File: src/design/gate_window_pkg.sv
// Package for the trigger-gated measurement window.
// Assumes one 20 MHz clock; all delays and lengths are counted in its cycles.
package gate_window_pkg;

    // Widths
    localparam int CNT_W = 24;
    localparam int DATA_W = 16;

    // Register byte offsets
    localparam logic [7:0] OFS_CTRL = 8'h00;
    localparam logic [7:0] OFS_DELAY = 8'h04;
    localparam logic [7:0] OFS_LENGTH = 8'h08;
    localparam logic [7:0] OFS_STATUS = 8'h0c;
    localparam logic [7:0] OFS_ACCEPTED = 8'h10;
    localparam logic [7:0] OFS_TRIGGERS = 8'h14;

    // Control fields
    localparam int CTRL_ENABLE_BIT = 0;
    localparam int CTRL_STYLE_BIT = 1;
    localparam int CTRL_POLARITY_BIT = 2;

    // Status fields
    localparam int STAT_OPEN_BIT = 0;
    localparam int STAT_BUSY_BIT = 1;
    localparam int STAT_TRIG_BIT = 2;

    // Reset values
    localparam logic RST_ENABLE = 1'b0;
    localparam logic RST_STYLE = 1'b0;
    localparam logic RST_POLARITY = 1'b1;
    localparam logic [CNT_W-1:0] RST_DELAY = 24'h000000;
    localparam logic [CNT_W-1:0] RST_LENGTH = 24'h000001;

    // Trigger style encodings
    localparam logic STYLE_EDGE = 1'b0;
    localparam logic STYLE_LEVEL = 1'b1;

    // AHB transfer type bit marking NONSEQ or SEQ
    localparam int HTRANS_ACTIVE_BIT = 1;

    typedef enum logic [1:0] {
        WIN_IDLE,
        WIN_DELAY,
        WIN_OPEN
    } win_state_t;

endpackage

File: src/design/trigger_style_select_if.sv
// Carrier between the register top, the trigger qualifier and the window timer.
// Assumes all three run on sys_clk.
interface trigger_style_select_if;
    import gate_window_pkg::*;

    logic enable;
    logic style;
    logic polarity;
    logic [CNT_W-1:0] delay;
    logic [CNT_W-1:0] length;
    logic qualify;
    logic busy;
    logic open;

    modport top (output enable, output style, output polarity, output delay,
        output length, input qualify, input busy, input open);
    modport qual (input enable, input style, input polarity, input busy,
        output qualify);
    modport timer (input enable, input delay, input length, input qualify,
        output busy, output open);
endinterface

File: src/design/trigger_qualifier.sv
// Qualifies the external gate trigger by style and polarity.
// Assumes the trigger input is already synchronous to sys_clk.
module trigger_qualifier
    import gate_window_pkg::*;
(
    // Clock and reset
    input wire logic sys_clk,
    input wire logic nrst,
    // Trigger pin
    input wire logic gateTrigger,
    // Control carrier
    trigger_style_select_if.qual ctl
);

    logic prevTrigger;
    logic qualify;

    wire risingEdge = gateTrigger & ~prevTrigger;
    wire fallingEdge = ~gateTrigger & prevTrigger;
    wire edgeHit = ctl.polarity ? risingEdge : fallingEdge;
    wire levelHit = (gateTrigger == ctl.polarity);
    wire styleHit = (ctl.style == STYLE_LEVEL) ? levelHit : edgeHit;
    // Triggers landing during a delay or open period are dropped
    wire next_qualify = ctl.enable & ~ctl.busy & ~qualify & styleHit;

    always_ff @(posedge sys_clk) begin
        if (!nrst) begin
            prevTrigger <= 1'b0;
            qualify <= 1'b0;
        end else begin
            prevTrigger <= gateTrigger;
            qualify <= next_qualify;
        end
    end

    assign ctl.qualify = qualify;

endmodule // trigger_qualifier

File: src/design/window_timer.sv
// Delay then open-window sequencer driven by qualified triggers.
// Assumes delay and length are stable while a sequence runs.
module window_timer
    import gate_window_pkg::*;
(
    // Clock and reset
    input wire logic sys_clk,
    input wire logic nrst,
    // Control carrier
    trigger_style_select_if.timer ctl
);

    win_state_t state;
    win_state_t next_state;
    logic [CNT_W-1:0] count;
    logic [CNT_W-1:0] next_count;

    wire lenZero = (ctl.length == '0);

    always_comb begin
        next_state = state;
        next_count = count;
        unique case (state)
            WIN_IDLE: begin
                if (ctl.qualify) begin
                    next_count = ctl.delay;
                    next_state = WIN_DELAY;
                end
            end
            WIN_DELAY: begin
                if (count != '0) begin
                    next_count = count - 1'b1;
                end else if (lenZero) begin
                    next_state = WIN_IDLE;
                end else begin
                    next_count = ctl.length - 1'b1;
                    next_state = WIN_OPEN;
                end
            end
            WIN_OPEN: begin
                if (count != '0) begin
                    next_count = count - 1'b1;
                end else begin
                    next_state = WIN_IDLE;
                end
            end
        endcase
        // Dropping the enable aborts any sequence at once
        if (!ctl.enable) begin
            next_state = WIN_IDLE;
        end
    end

    always_ff @(posedge sys_clk) begin
        if (!nrst) begin
            state <= WIN_IDLE;
            count <= '0;
        end else begin
            state <= next_state;
            count <= next_count;
        end
    end

    assign ctl.busy = (state != WIN_IDLE);
    assign ctl.open = (state == WIN_OPEN);

endmodule // window_timer

File: src/design/gate_window_top.sv
// Trigger-gated measurement window with an AHB-Lite register slave.
// Assumes one clock, synchronous trigger and detector inputs, one AHB master.
//
// What this block does
// - Qualify trigger by edge or level style
// - Wait programmed delay after qualifying trigger
// - Hold window open exactly programmed length
// - Status pin low closed, high open
// - Accept samples only while window open when enabled; pass every sample when disabled
// - Gate the detector output, not input
// - Status pin shows window only when enabled
// - Polarity picks rising or falling start edge, or high or low active level in level style
module gate_window_top
    import gate_window_pkg::*;
(
    // Clock and reset
    input wire logic sys_clk,
    input wire logic nrst,
    // AHB-Lite slave
    input wire logic hsel,
    input wire logic [31:0] haddr,
    input wire logic [1:0] htrans,
    input wire logic hwrite,
    input wire logic [2:0] hsize,
    input wire logic [31:0] hwdata,
    input wire logic hready,
    output logic hreadyout,
    output logic hresp,
    output logic [31:0] hrdata,
    // Gate trigger pin from the signal source
    input wire logic gateTrigger,
    // Gate status pin
    output logic gateOut,
    // Detector output path
    input wire logic [DATA_W-1:0] detData,
    input wire logic detValid,
    // Gated measurement path
    output logic [DATA_W-1:0] measData,
    output logic measValid
);

    trigger_style_select_if ctl ();

    // Register state
    logic enable;
    logic style;
    logic polarity;
    logic [CNT_W-1:0] delay;
    logic [CNT_W-1:0] length;
    logic [31:0] acceptedCount;
    logic [31:0] triggerCount;
    logic triggerSeen;

    // Bus phase state
    logic wrPend;
    logic [7:0] wrAddr;
    logic rdPend;
    logic [7:0] rdAddr;

    trigger_qualifier u_qual (
        .sys_clk(sys_clk),
        .nrst(nrst),
        .gateTrigger(gateTrigger),
        .ctl(ctl.qual)
    );

    window_timer u_timer (
        .sys_clk(sys_clk),
        .nrst(nrst),
        .ctl(ctl.timer)
    );

    assign ctl.enable = enable;
    assign ctl.style = style;
    assign ctl.polarity = polarity;
    assign ctl.delay = delay;
    assign ctl.length = length;

    // Address phase decode
    wire addrAccept = hsel & htrans[HTRANS_ACTIVE_BIT] & hready;
    wire writeAccept = addrAccept & hwrite;
    wire readAccept = addrAccept & ~hwrite;

    // Data phase write strobes
    wire wrCtrl = wrPend & (wrAddr == OFS_CTRL);
    wire wrDelay = wrPend & (wrAddr == OFS_DELAY);
    wire wrLength = wrPend & (wrAddr == OFS_LENGTH);
    wire wrStatus = wrPend & (wrAddr == OFS_STATUS);
    wire wrAccepted = wrPend & (wrAddr == OFS_ACCEPTED);
    wire wrTriggers = wrPend & (wrAddr == OFS_TRIGGERS);

    // Gating decisions
    wire windowOpen = ctl.open;
    wire passSample = enable ? windowOpen : 1'b1;
    wire acceptSample = detValid & enable & windowOpen;

    // Counters: a hit in the clearing cycle still counts
    wire [31:0] accBase = wrAccepted ? 32'h00000000 : acceptedCount;
    wire [31:0] next_acceptedCount = accBase + {31'h00000000, acceptSample};
    wire [31:0] trgBase = wrTriggers ? 32'h00000000 : triggerCount;
    wire [31:0] next_triggerCount = trgBase + {31'h00000000, ctl.qualify};
    wire next_triggerSeen = ctl.qualify | (triggerSeen & ~wrStatus);

    // Read data assembly
    wire [31:0] ctrlWord = {29'h00000000, polarity, style, enable};
    wire [31:0] statusWord = {29'h00000000, triggerSeen, ctl.busy, windowOpen};
    wire [31:0] delayWord = {8'h00, delay};
    wire [31:0] lengthWord = {8'h00, length};

    logic [31:0] readMux;

    always_comb begin
        unique case (rdAddr)
            OFS_CTRL: readMux = ctrlWord;
            OFS_DELAY: readMux = delayWord;
            OFS_LENGTH: readMux = lengthWord;
            OFS_STATUS: readMux = statusWord;
            OFS_ACCEPTED: readMux = acceptedCount;
            OFS_TRIGGERS: readMux = triggerCount;
            default: readMux = 32'h00000000;
        endcase
    end

    // Bus phase tracking
    always_ff @(posedge sys_clk) begin
        if (!nrst) begin
            wrPend <= 1'b0;
            wrAddr <= 8'h00;
            rdPend <= 1'b0;
            rdAddr <= 8'h00;
        end else begin
            wrPend <= writeAccept;
            rdPend <= readAccept;
            if (addrAccept) begin
                wrAddr <= haddr[7:0];
                rdAddr <= haddr[7:0];
            end
        end
    end

    // One wait state on reads so a write just before is seen
    always_ff @(posedge sys_clk) begin
        if (!nrst) begin
            hreadyout <= 1'b1;
            hrdata <= 32'h00000000;
            hresp <= 1'b0;
        end else begin
            hresp <= 1'b0;
            if (readAccept) begin
                hreadyout <= 1'b0;
            end else if (rdPend) begin
                hreadyout <= 1'b1;
                hrdata <= readMux;
            end
        end
    end

    // Control registers
    always_ff @(posedge sys_clk) begin
        if (!nrst) begin
            enable <= RST_ENABLE;
            style <= RST_STYLE;
            polarity <= RST_POLARITY;
        end else if (wrCtrl) begin
            enable <= hwdata[CTRL_ENABLE_BIT];
            style <= hwdata[CTRL_STYLE_BIT];
            polarity <= hwdata[CTRL_POLARITY_BIT];
        end
    end

    always_ff @(posedge sys_clk) begin
        if (!nrst) begin
            delay <= RST_DELAY;
            length <= RST_LENGTH;
        end else begin
            if (wrDelay) begin
                delay <= hwdata[CNT_W-1:0];
            end
            if (wrLength) begin
                length <= hwdata[CNT_W-1:0];
            end
        end
    end

    // Status counters
    always_ff @(posedge sys_clk) begin
        if (!nrst) begin
            acceptedCount <= 32'h00000000;
            triggerCount <= 32'h00000000;
            triggerSeen <= 1'b0;
        end else begin
            acceptedCount <= next_acceptedCount;
            triggerCount <= next_triggerCount;
            triggerSeen <= next_triggerSeen;
        end
    end

    // Gate status pin; held low while gating is off
    always_ff @(posedge sys_clk) begin
        if (!nrst) begin
            gateOut <= 1'b0;
        end else begin
            gateOut <= enable & windowOpen;
        end
    end

    // Switch sits after the detector; closed window masks samples while enabled, all pass when disabled
    always_ff @(posedge sys_clk) begin
        if (!nrst) begin
            measData <= '0;
            measValid <= 1'b0;
        end else begin
            measData <= detData;
            measValid <= detValid & passSample;
        end
    end

endmodule // gate_window_top

File: config.mk
export PLATFORM = sky130hd
export DESIGN_NAME = gate_window_top
export DESIGN_NICKNAME = d
export VERILOG_FILES = /design/src/design/gate_window_pkg.sv /design/src/design/trigger_style_select_if.sv /design/src/design/trigger_qualifier.sv /design/src/design/window_timer.sv /design/src/design/gate_window_top.sv
export SDC_FILE = /design/constraint.sdc
export NUM_CORES = 1
export LEC_CHECK = 0
export ABC_AREA = 1
export BUFFER_PORTS_ARGS = -buffer_cell sky130_fd_sc_hd__buf_2
export CAP_MARGIN = 20
export CORE_MARGIN = 2
export CORE_UTILIZATION = 46
export DETAILED_ROUTE_END_ITERATION = 16
export GPL_TIMING_DRIVEN = 0
export HOLD_SLACK_MARGIN = 0.06
export PLACE_DENSITY = 0.68
export SYNTH_ARGS = -nofsm -noshare
export SYNTH_HDL_FRONTEND = slang
export SYNTH_SLANG_ARGS = --single-unit
export TNS_END_PERCENT = 10
File: constraint.sdc
create_clock -name sys_clk -period 2.6 [get_ports sys_clk]
set_input_delay 0.26 -clock sys_clk [delete_from_list [all_inputs] [get_ports sys_clk]]
set_output_delay 0.26 -clock sys_clk [all_outputs]
set_load 0.01 [all_outputs]
=== After elaboration in Yosys (flattened, before gate mapping) ===
Index checks and enable logic that the tools add are counted.

* Register bits: 205
* Input port bits: 92
* Output and inout port bits: 52
* Logic and storage cells: 93

* Add/subtract/negate cells: 4
* Equal/unequal tests: 13
* Mux-type cells: 18
* Bitwise logic cells: 28
* Reductions and logical operators: 10

{| class="wikitable"
|+ Operators by type and width
! operator !! count
|-
| case mux 32 bit (6 select lines) || 1
|-
| 2-to-1 mux 24 bit || 4
|-
| case mux 24 bit (3 select lines) || 1
|-
| adder 32 x 1 -> 32 bit || 2
|-
| 2-to-1 mux 32 bit || 2
|-
| subtractor 24 x 1 -> 24 bit, second input constant || 2
|-
| logical NOT 24 bit || 1
|-
| nonzero test 24 bit || 1
|-
| AND 1 bit || 20
|-
| == test 8 x 4 -> 1 bit, second input constant || 2
|-
| == test 8 x 5 -> 1 bit, second input constant || 2
|-
| == test 8 x 3 -> 1 bit, second input constant || 1
|-
| logical NOT 8 bit || 1
|-
| 2-to-1 mux 2 bit || 4
|-
| inverter 1 bit || 7
|-
| inequality test 2 bit, second input constant || 3
|-
| case mux 2 bit (3 select lines) || 1
|-
| AND reduction 3 bit || 2
|-
| 2-to-1 mux 1 bit || 5
|-
| AND reduction 2 bit || 2
|-
| nonzero test 2 bit || 2
|-
| inequality test 3 bit, second input constant || 1
|-
| == test 2 x 1 -> 1 bit, second input constant || 1
|-
| == test 2 bit, second input constant || 1
|-
| 4 further kinds || 4
|}

=== Depth between registers and ports, before layout ===
Gate-level depths: netlist of the first run.

* Depth in word-level cells: 5
* Gate-level depth with buffers: 20
* Gate-level depth less buffers: 17

=== Hierarchy ===
Synthesis of the first run repeated with hierarchy kept, for this count alone.

* Cells, all modules: 1846
* Area total of the unflattened synthesis: 11603.6 um^2

{| class="wikitable"
|+ Modules (own cells, without submodules)
! module !! instances !! cells each !! area an instance (um^2) !! sequential area each (um^2)
|-
| gate_window_top || 1 || 1235 || 8386.8 || 3543.4
|-
| window_timer || 1 || 595 || 3118.0 || 520.5
|-
| trigger_qualifier || 1 || 16 || 98.8 || 40.0
|}

=== Worst setup path before layout of the first run ===
OpenSTA, ideal clock, no wires.

* Kind: reg2reg
* From: register rdAddr[6] (netlist name)
* To: register triggerCount[30]
* Library setup time: 0.132 ns
* Arrival: 2.360 ns
* Data required time: 2.468 ns
* Path slack: 0.108 ns
* Stages on the path, launching flop included: 20
* Buffers on the path: 3
* Period minus slack after synthesis: 2.492 ns
* Cells stage by stage: dfxtp_1 inv_1 nand2_1 nor2_4 nand3_2 buf_4 buf_2 buf_2 nand2_1 inv_1 ha_1 ha_1 nand2_1 nand3b_1 nor2_1 inv_2 nor2_2 nand2_1 nand2_1 a21oi_1

{| class="wikitable"
|+ RTL lines
! element !! RTL line !! source
|-
| end signal: assignment || gate_window_top.sv:193 || <nowiki>triggerCount <= next_triggerCount;</nowiki>
|-
| end: declaration || gate_window_top.sv:51 || <nowiki>logic [31:0] triggerCount;</nowiki>
|}

==> results of run 1 <==
==> logic make-up after synthesis <==
kind of cell | count (synthesis)
other cells | 1
simple gates | 995
xor+xnor | 20
compound gates | 340
fa+ha+maj | 11
buf+inv | 267
flops | 205
==> power groups by stage <==
stage / sequential (mW) / combinational [mW] / clock (mW)
after detailed placement: 3.25 / 0.342 / 0
after global placement: 3.25 / 0.339 / 0
after global routing: 3.18 / 0.447 / 3.56
after floorplan: 3.26 / 0.174 / 0
after CTS: 3.18 / 0.401 / 3.43
final: 3.18 / 0.416 / 3.42
==> per-stage QoR <==
stage	setup WS [ps]	TNS (ps)
2_1_floorplan	108	0
3_3_place_gp	-642	-15300
3_5_place_dp	-700	-18090
4_1_cts	9.10	0
5_1_grt	-33.1	-99.6
6_report	124	0
==> worst max-delay path, stage by stage, from the launching register on <==
cell and delay (ps):
dfxtp_1 300, inv_1 50, nand2_2 150, nor2_4 60, nand3_4 110, buf_12 180
nand2_1 60, inv_1 50, ha_1 160, ha_1 180, nand2_1 70, nand3b_1 280
nor2_4 180, inv_2 80, nor2_4 190, nand2_1 80, nand2_1 60, a21oi_1 50
==> routing by layer <==
| metal | vias up | global-route usage | part of all wire |
|---|---|---|---|
| li1 | 6268 | - | - |
| met1 | 5702 | 0.380 | 0.41 |
| met2 | 536 | 0.529 | 0.47 |
| met3 | 127 | 0.0388 | 0.072 |
| met4 | 0 | 0.133 | 0.048 |
| met5 | - | 0 | 0 |
==> timing repair <==
item	4_1_cts	5_1_grt
gates resized for setup	18	22
setup endpoints to repair	50	34
buffers inserted	2	7
pin swaps	1	6
endpoints found under the hold margin	53	0
hold buffers	47	0
==> layout make-up <==
| cell class | count | share of cell area |
|---|---|---|
| well taps | 324 | 0.0293 |
| multi-input cells | 1367 | 0.463 |
| plain buffers | 70 | 0.0247 |
| clock buffers | 32 | 0.0492 |
| inverters | 193 | 0.0527 |
| flip-flops and latches | 205 | 0.296 |
| clock inverters | 9 | 0.00750 |
| repair buffers | 161 | 0.0768 |
==> flip-flops by register name, summed over array words and instances (netlist names), 2 cells and up <==
signal         count
hrdata            32
u_timer.state      2
rdAddr             8
measData          16
triggerCount      32
ctl.length        24
acceptedCount     32
ctl.delay         24
u_timer.count     24
==> worst max path at each step <==
stage | from | to | cells after the start
2_1_floorplan | rdAddr[6] | triggerCount[30] | 19
3_3_place_gp | u_timer.state[0] | acceptedCount[14] | 14
3_5_place_dp | u_timer.state[0] | acceptedCount[30] | 15
4_1_cts | rdAddr[7] | triggerCount[30] | 17
5_1_grt | rdAddr[0] | triggerCount[30] | 17
6_report | rdAddr[1] | triggerCount[30] | 17
==> cell usage after synthesis, types with 2 or more instances <==
cell type,instances,share of area
o211ai_1,5,0.0033
nor3_1,8,0.0035
nor3b_1,2,0.0013
inv_1,184,0.060
nor2_1,276,0.090
xor2_1,18,0.014
inv_2,8,0.0026
and2_1,2,0.0011
ha_1,11,0.012
buf_4,4,0.0026
a22o_1,2,0.0015
buf_1,5,0.0016
nor2_4,4,0.0039
dfxtp_1,205,0.36
a211oi_1,4,0.0026
nand3b_1,8,0.0052
nand3_2,10,0.0087
nor2_2,11,0.0060
nand2_2,8,0.0044
buf_2,18,0.0079
clkbuf_1,43,0.014
nand3_1,128,0.056
xnor2_1,2,0.0015
nand4_1,13,0.0071
a31oi_1,3,0.0016
or2_1,10,0.0055
nand2_1,510,0.17
o22ai_1,4,0.0022
or2_2,3,0.0016
a21oi_1,175,0.076
o21bai_1,4,0.0026
o21ai_0,128,0.056
o2111ai_1,10,0.0076
buf_6,4,0.0039
==> summary.txt, run 1 <==
GRT
  • Largest net degree at the start of global routing: 29
  • Vias in the first global route: 11800
  • Total GRT Usage: 0.305
  • Global route total overflow: 0
  • Initial antenna violation count: 0
  • First-pass GRT wire length: 63100 µm

Yosys
  • Post-synth ARST share: 0
  • Synth Area in Simple Gates: 0.363
  • XOR/XNOR share of the synthesized area: 0.0153
  • Dominant synthesized flop cell: dfxtp_1
  • Distinct cell type count after synthesis: 43
  • Main combinational cell family by area after synthesis: simple AND/OR/NAND/NOR gates
  • Post-Syn Area per Cell: 6.23 µm²
  • Synth Area in Compound Gates: 0.157
  • Yosys reg bits: 205
  • Number of flops mapped to enable cells by yosys: 0
  • Proportion of synthesized area in mux cells: 0
  • Sequential-to-total area share from yosys stat: 0.358
  • Netlist Area Pre-Place: 0.0115 mm²
  • Adder and majority gate portion of the synthesized area: 0.0120
  • Post-synthesis instance total: 1839
  • Syn Nets: 1942
  • Ys Warns: 0

Placed design
  • Dpl hpwl: 31700 µm
  • DP Cell Count: 2268
  • Placed standard-cell area: 0.0124 mm²
  • I/O Buffers: 105
  • Final GP Congestion: 0.991

Floorplanning
  • Die outline width: 162 µm
  • Core area: 0.0244 mm²
  • Top Ports: 144
  • Die height: 162 µm
  • Die ar.: 0.0262 mm²
  • Initial core utilization: 0.470
  • FP Rows: 57

Routing
  • DR iter-0 viols: 1147
  • Antenna Nets Post-Route: 0
  • Final wirelength: 41000 µm
  • DR DRC count: 0
  • Detailed-route via count: 12600
  • DRT Pass-1 Iters: 5
  • Detailed-route vias per instance: 5.35
  • Average wire per standard cell: 17.4 µm

Timing
  • Min Tclk post-route: 2480 ps
  • Fmax: 404 MHz
  • Worst Tran Pin Value: 1030 ps
  • Final Max Slew Viols: 0
  • Final Skew: 14.6 ps
  • RSZ-0062 raised after global routing: yes
  • Final Cycle Share: 0.952
  • Slew HR: 0.315
  • Final Hold Violating Endpoints: 0
  • Worst hold margin: 72.5 ps
  • Setup-failing EPs final: 0

Job
  • Max_cap viols: 0

Power and ir drop
  • Internal power: 5.35 mW
  • Combinational Power Share: 0.059
  • Clock power frac: 0.488
  • Leakage power: 5.91 nW
  • Psw: 1.67 mW
  • Pwr Total: 7.02 mW
  • Net Sw Frac: 0.237
  • Register share of total power: 0.453
  • VDD IR-drop max: 0.000442 V
  • Power Density: 507 mW/mm²

Layout
  • Share of layout cells above drive strength 1: 0.118
  • # nets final: 2125
  • # fillers: 2489
  • # diodes: 0
  • Fin cells: 2361
  • Final non-filler cell area: 0.0139 mm²
  • Synth-to-Final Area Change: 21.0%
  • Most frequent cells in the layout: nand2_1 (506), nor2_1 (267), dfxtp_1 (204), inv_1 (183), a21oi_1 (175)
  • Finished Core Util: 0.568
  • Reg area: 0.00411 mm²
  • Commonest non-fill, non-tap cell in the layout: nand2_1
  • Multi-input gate area: 0.00642 mm²

CTS
  • Cts bufs inserted: 24
  • CTS max path bufs: 3
  • Htree depth: 1
  • CTS clock-pin slew for the worst setup and hold paths: 60 ps
  • Clock sinks: 205
  • CTS root buf: clkbuf_16
  • TritonCTS clock tree: done
  • Clk_lat worst skew: 520 ps

Critical path
  • Worst EP arrival: 2830 ps
  • Reg2reg end: triggerCount[30]
  • Crit start category: register
  • R2r worst-path depth: 17
  • FF-to-FF Start: rdAddr[1]
  • CP Max Fanout: 28
  • Critical path class: register to register
  • Worst EP required: 2950 ps
  • CP endpoint kind: register
  • Worst reg2reg setup slack: 120 ps

Run status
  • Run status: finished clean

Worst hold path
  • Hold EP: rdAddr[2]
  • Hold Path Cell Cnt: 3
  • Min-Delay Path Class: input port to register
  • Hold Startpoint: haddr[2]
(Power assumes the default switching activity.)
==> inputs of run 2 (changes only) <==
==> constraint.sdc (replaced) <==
create_clock -name sys_clk -period 2.2 [get_ports sys_clk]
set_input_delay 0.22 -clock sys_clk [delete_from_list [all_inputs] [get_ports sys_clk]]
set_output_delay 0.22 -clock sys_clk [all_outputs]
set_load 0.01 [all_outputs]
==> run 2 against run 1 <==
Effect of this change: the run now ends with setup timing left; register-to-register slack worse by 270 ps; sequential power up 18%; total power rose by 20%; worst hold slack gained 190 ps; non-clock buffer count is 29 higher; first-iteration DRC count is 3.8% higher; critical endpoint is now acceptedCount[22]; largest power group unchanged.
==> summary.txt, run 2 (synthesis gave the netlist of run 1 again) <==
Run status
  • Run status: complete, but fails checks
  • Failing checks: setup timing

Power and ir drop
  • Power Density: 585 mW/mm² (+15%)
  • Leakage power: 6.12 nW (+3.6%)
  • Pwr Total: 8.40 mW (+20%)
  • VDD IR-drop max: 0.000503 V (+14%)

Floorplanning
  • Die outline width: 162 µm (unchanged)
  • FP Rows: 57 (unchanged)
  • Top Ports: 144 (unchanged)
  • Initial core utilization: 0.470 (unchanged)
  • Die ar.: 0.0262 mm² (unchanged)
  • Die height: 162 µm (unchanged)
  • Core area: 0.0244 mm² (unchanged)

Routing
  • Average wire per standard cell: 17.7 µm (+1.8%)
  • Detailed-route vias per instance: 5.32 (-0.55%)
  • DRT Pass-1 Iters: 6 (+1)
  • DR iter-0 viols: 1191 (+3.8%)
  • Antenna Nets Post-Route: 0 (unchanged)
  • Final wirelength: 42300 µm (+3.1%)
  • Detailed-route via count: 12700 (+0.76%)
  • DR DRC count: 0 (unchanged)

Layout
  • Most frequent cells in the layout: nand2_1 (501), nor2_1 (253), dfxtp_1 (197), inv_1 (171), a21oi_1 (169)
  • Synth-to-Final Area Change: 25.4%
  • # diodes: 0 (unchanged)
  • Commonest non-fill, non-tap cell in the layout: nand2_1
  • Largest regs: acceptedCount x32, hrdata x32, triggerCount x32
  • Fin cells: 2392 (+1.3%)
  • Share of layout cells above drive strength 1: 0.156 (+0.0384)
  • # nets final: 2154 (+1.4%)

Critical path
  • Worst path max stage delay: 340 ps (+40 ps)
  • Critical path class: register to register
  • Worst EP arrival: 2750 ps (-80 ps)
  • Cell-by-cell trace of the critical path: inv_2, nand2_2, nor2_4, nand3_4, buf_6, inv_12, nor2_4, ha_4, ha_4, nand2_4, nand3b_1, nor2_2, nand3b_1, nor2_2, nand2_1, nand2_1, nor2_1
  • CP Max Fanout: 3 (-89%)
  • Worst EP required: 2610 ps (-340 ps)
  • CP max stage cell: dfxtp_2
  • CP endpoint kind: register
  • Crit start category: register

Placed design
  • Dpl hpwl: 32000 µm (+0.86%)
  • DP Worst Slack: -856 ps (-156 ps)
  • DP Cell Count: 2268 (unchanged)
  • Final GP Congestion: 0.937 (-5.5%)
  • I/O Buffers: 105 (unchanged)

Timing
  • Final Max Slew Viols: 0 (unchanged)
  • RSZ-0062 raised after global routing: yes
  • Final Cycle Share: 1.07 (+0.113)
  • PnR worst setup slack: -143 ps (-267 ps)
  • Worst Tran Pin Value: 1030 ps (-1.28 ps)
  • Fmax: 427 MHz (+5.7%)
  • Slew HR: 0.316 (+0.000851)
  • Min Tclk post-route: 2340 ps (-133 ps)
  • Final Skew: 8.31 ps (-6.24 ps)
  • Worst hold margin: 258 ps (+185 ps)
  • Final Hold Violating Endpoints: 0 (unchanged)
  • Setup-failing EPs final: 14 (+14)

CTS
  • Clk_lat worst skew: 520 ps (about the same)
  • Cts bufs inserted: 24 (unchanged)
  • CTS max path bufs: 3 (unchanged)
  • CTS root buf: clkbuf_16
  • TritonCTS clock tree: done
  • Htree depth: 1 (unchanged)
  • Clock sinks: 205 (unchanged)
  • CTS clock-pin slew for the worst setup and hold paths: 60 ps (about the same)

GRT
  • First-pass GRT wire length: 64700 µm (+2.6%)
  • Total GRT Usage: 0.314 (+0.00950)
  • Vias in the first global route: 12000 (+1.9%)
  • Largest net degree at the start of global routing: 29 (unchanged)
  • Global route total overflow: 0 (unchanged)
  • Initial antenna violation count: 0 (unchanged)

Worst hold path
  • Min-Delay Path Class: input port to register

Job
  • Max_cap viols: 0 (unchanged)
-- run 2: cell count changes in the layout (fill, tap and decap cells not counted), moves of 6 or more --
| cell | previous run | this run |
|---|---|---|
| nor2_2 | 11 | 19 |
| dfxtp_2 | 1 | 8 |
| dfxtp_1 | 204 | 197 |
| nor2_1 | 267 | 253 |
| buf_4 | 12 | 37 |
| nand2_4 | 0 | 6 |
| a21oi_2 | 0 | 6 |
| inv_1 | 183 | 171 |
| a21oi_1 | 175 | 169 |
| nor2_4 | 13 | 19 |
| inv_2 | 7 | 17 |
-- run 2: power breakdown --
part           total (mW)  leakage, nW  internal [mW]  switching (mW)
Combinational       0.520         4.07          0.197           0.323
Sequential           3.76         1.66           3.75          0.0151
Clock                4.12        0.391           2.47            1.64
Total                8.40         6.12           6.41            1.98
-- run 2: metrics by stage --
step / utilization / area, µm² / setup TNS (ps)
6_report: 0.589 / 14400 / -692
5_1_grt: 0.589 / 14400 / -4020
4_1_cts: 0.579 / 14100 / -610
3_3_place_gp: 0.512 / 12500 / -22530
3_5_place_dp: 0.512 / 12500 / -23660
2_1_floorplan: - / 11500 / -426
-- run 2: cell type report --
type / instances / area [µm²]
Sequential cell: 205 / 4110
Multi-Input combinational cell: 1367 / 6610
Timing Repair Buffer: 190 / 1310
Inverter: 193 / 747
Tap cell: 324 / 405
Buffer: 70 / 354
Fill cell: 2409 / 10000
Clock inverter: 11 / 118
Clock buffer: 32 / 702
-- run 2: worst paths after layout --
check	cells after the start	end	startpoint	slack (ps)
worst max-delay path	17	acceptedCount[22]	rdAddr[2]	-140
worst min-delay path	5	rdPend	htrans[1]	260
worst max register to register	17	acceptedCount[22]	rdAddr[2]	-140
worst min register to register	2	hrdata[19]	hrdata[19]	460
-- run 2: per-layer routing --
layer  part of all wire  track usage
met1               0.42        0.400
met5                  0            0
met4              0.049        0.130
met3              0.056       0.0350
met2               0.48        0.543
-- run 2: repair_timing --
item                                   in CTS  in global routing
buffers inserted                           21                 12
resized for setup                          59                 51
endpoints found under the hold margin      79                  0
hold buffers                               51                  0
setup endpoints to repair                  60                102
pin swaps                                  22                 14
cloned                                      0                  1
-- run 2: critical path, delay by kind of cell, from the launching register on --
family	cells	cell delay (ps)
adder cells (fa/ha/maj)	2	300
AND/OR/NAND/NOR	12	1340
buffers and inverters	3	230
flip-flops	1	340
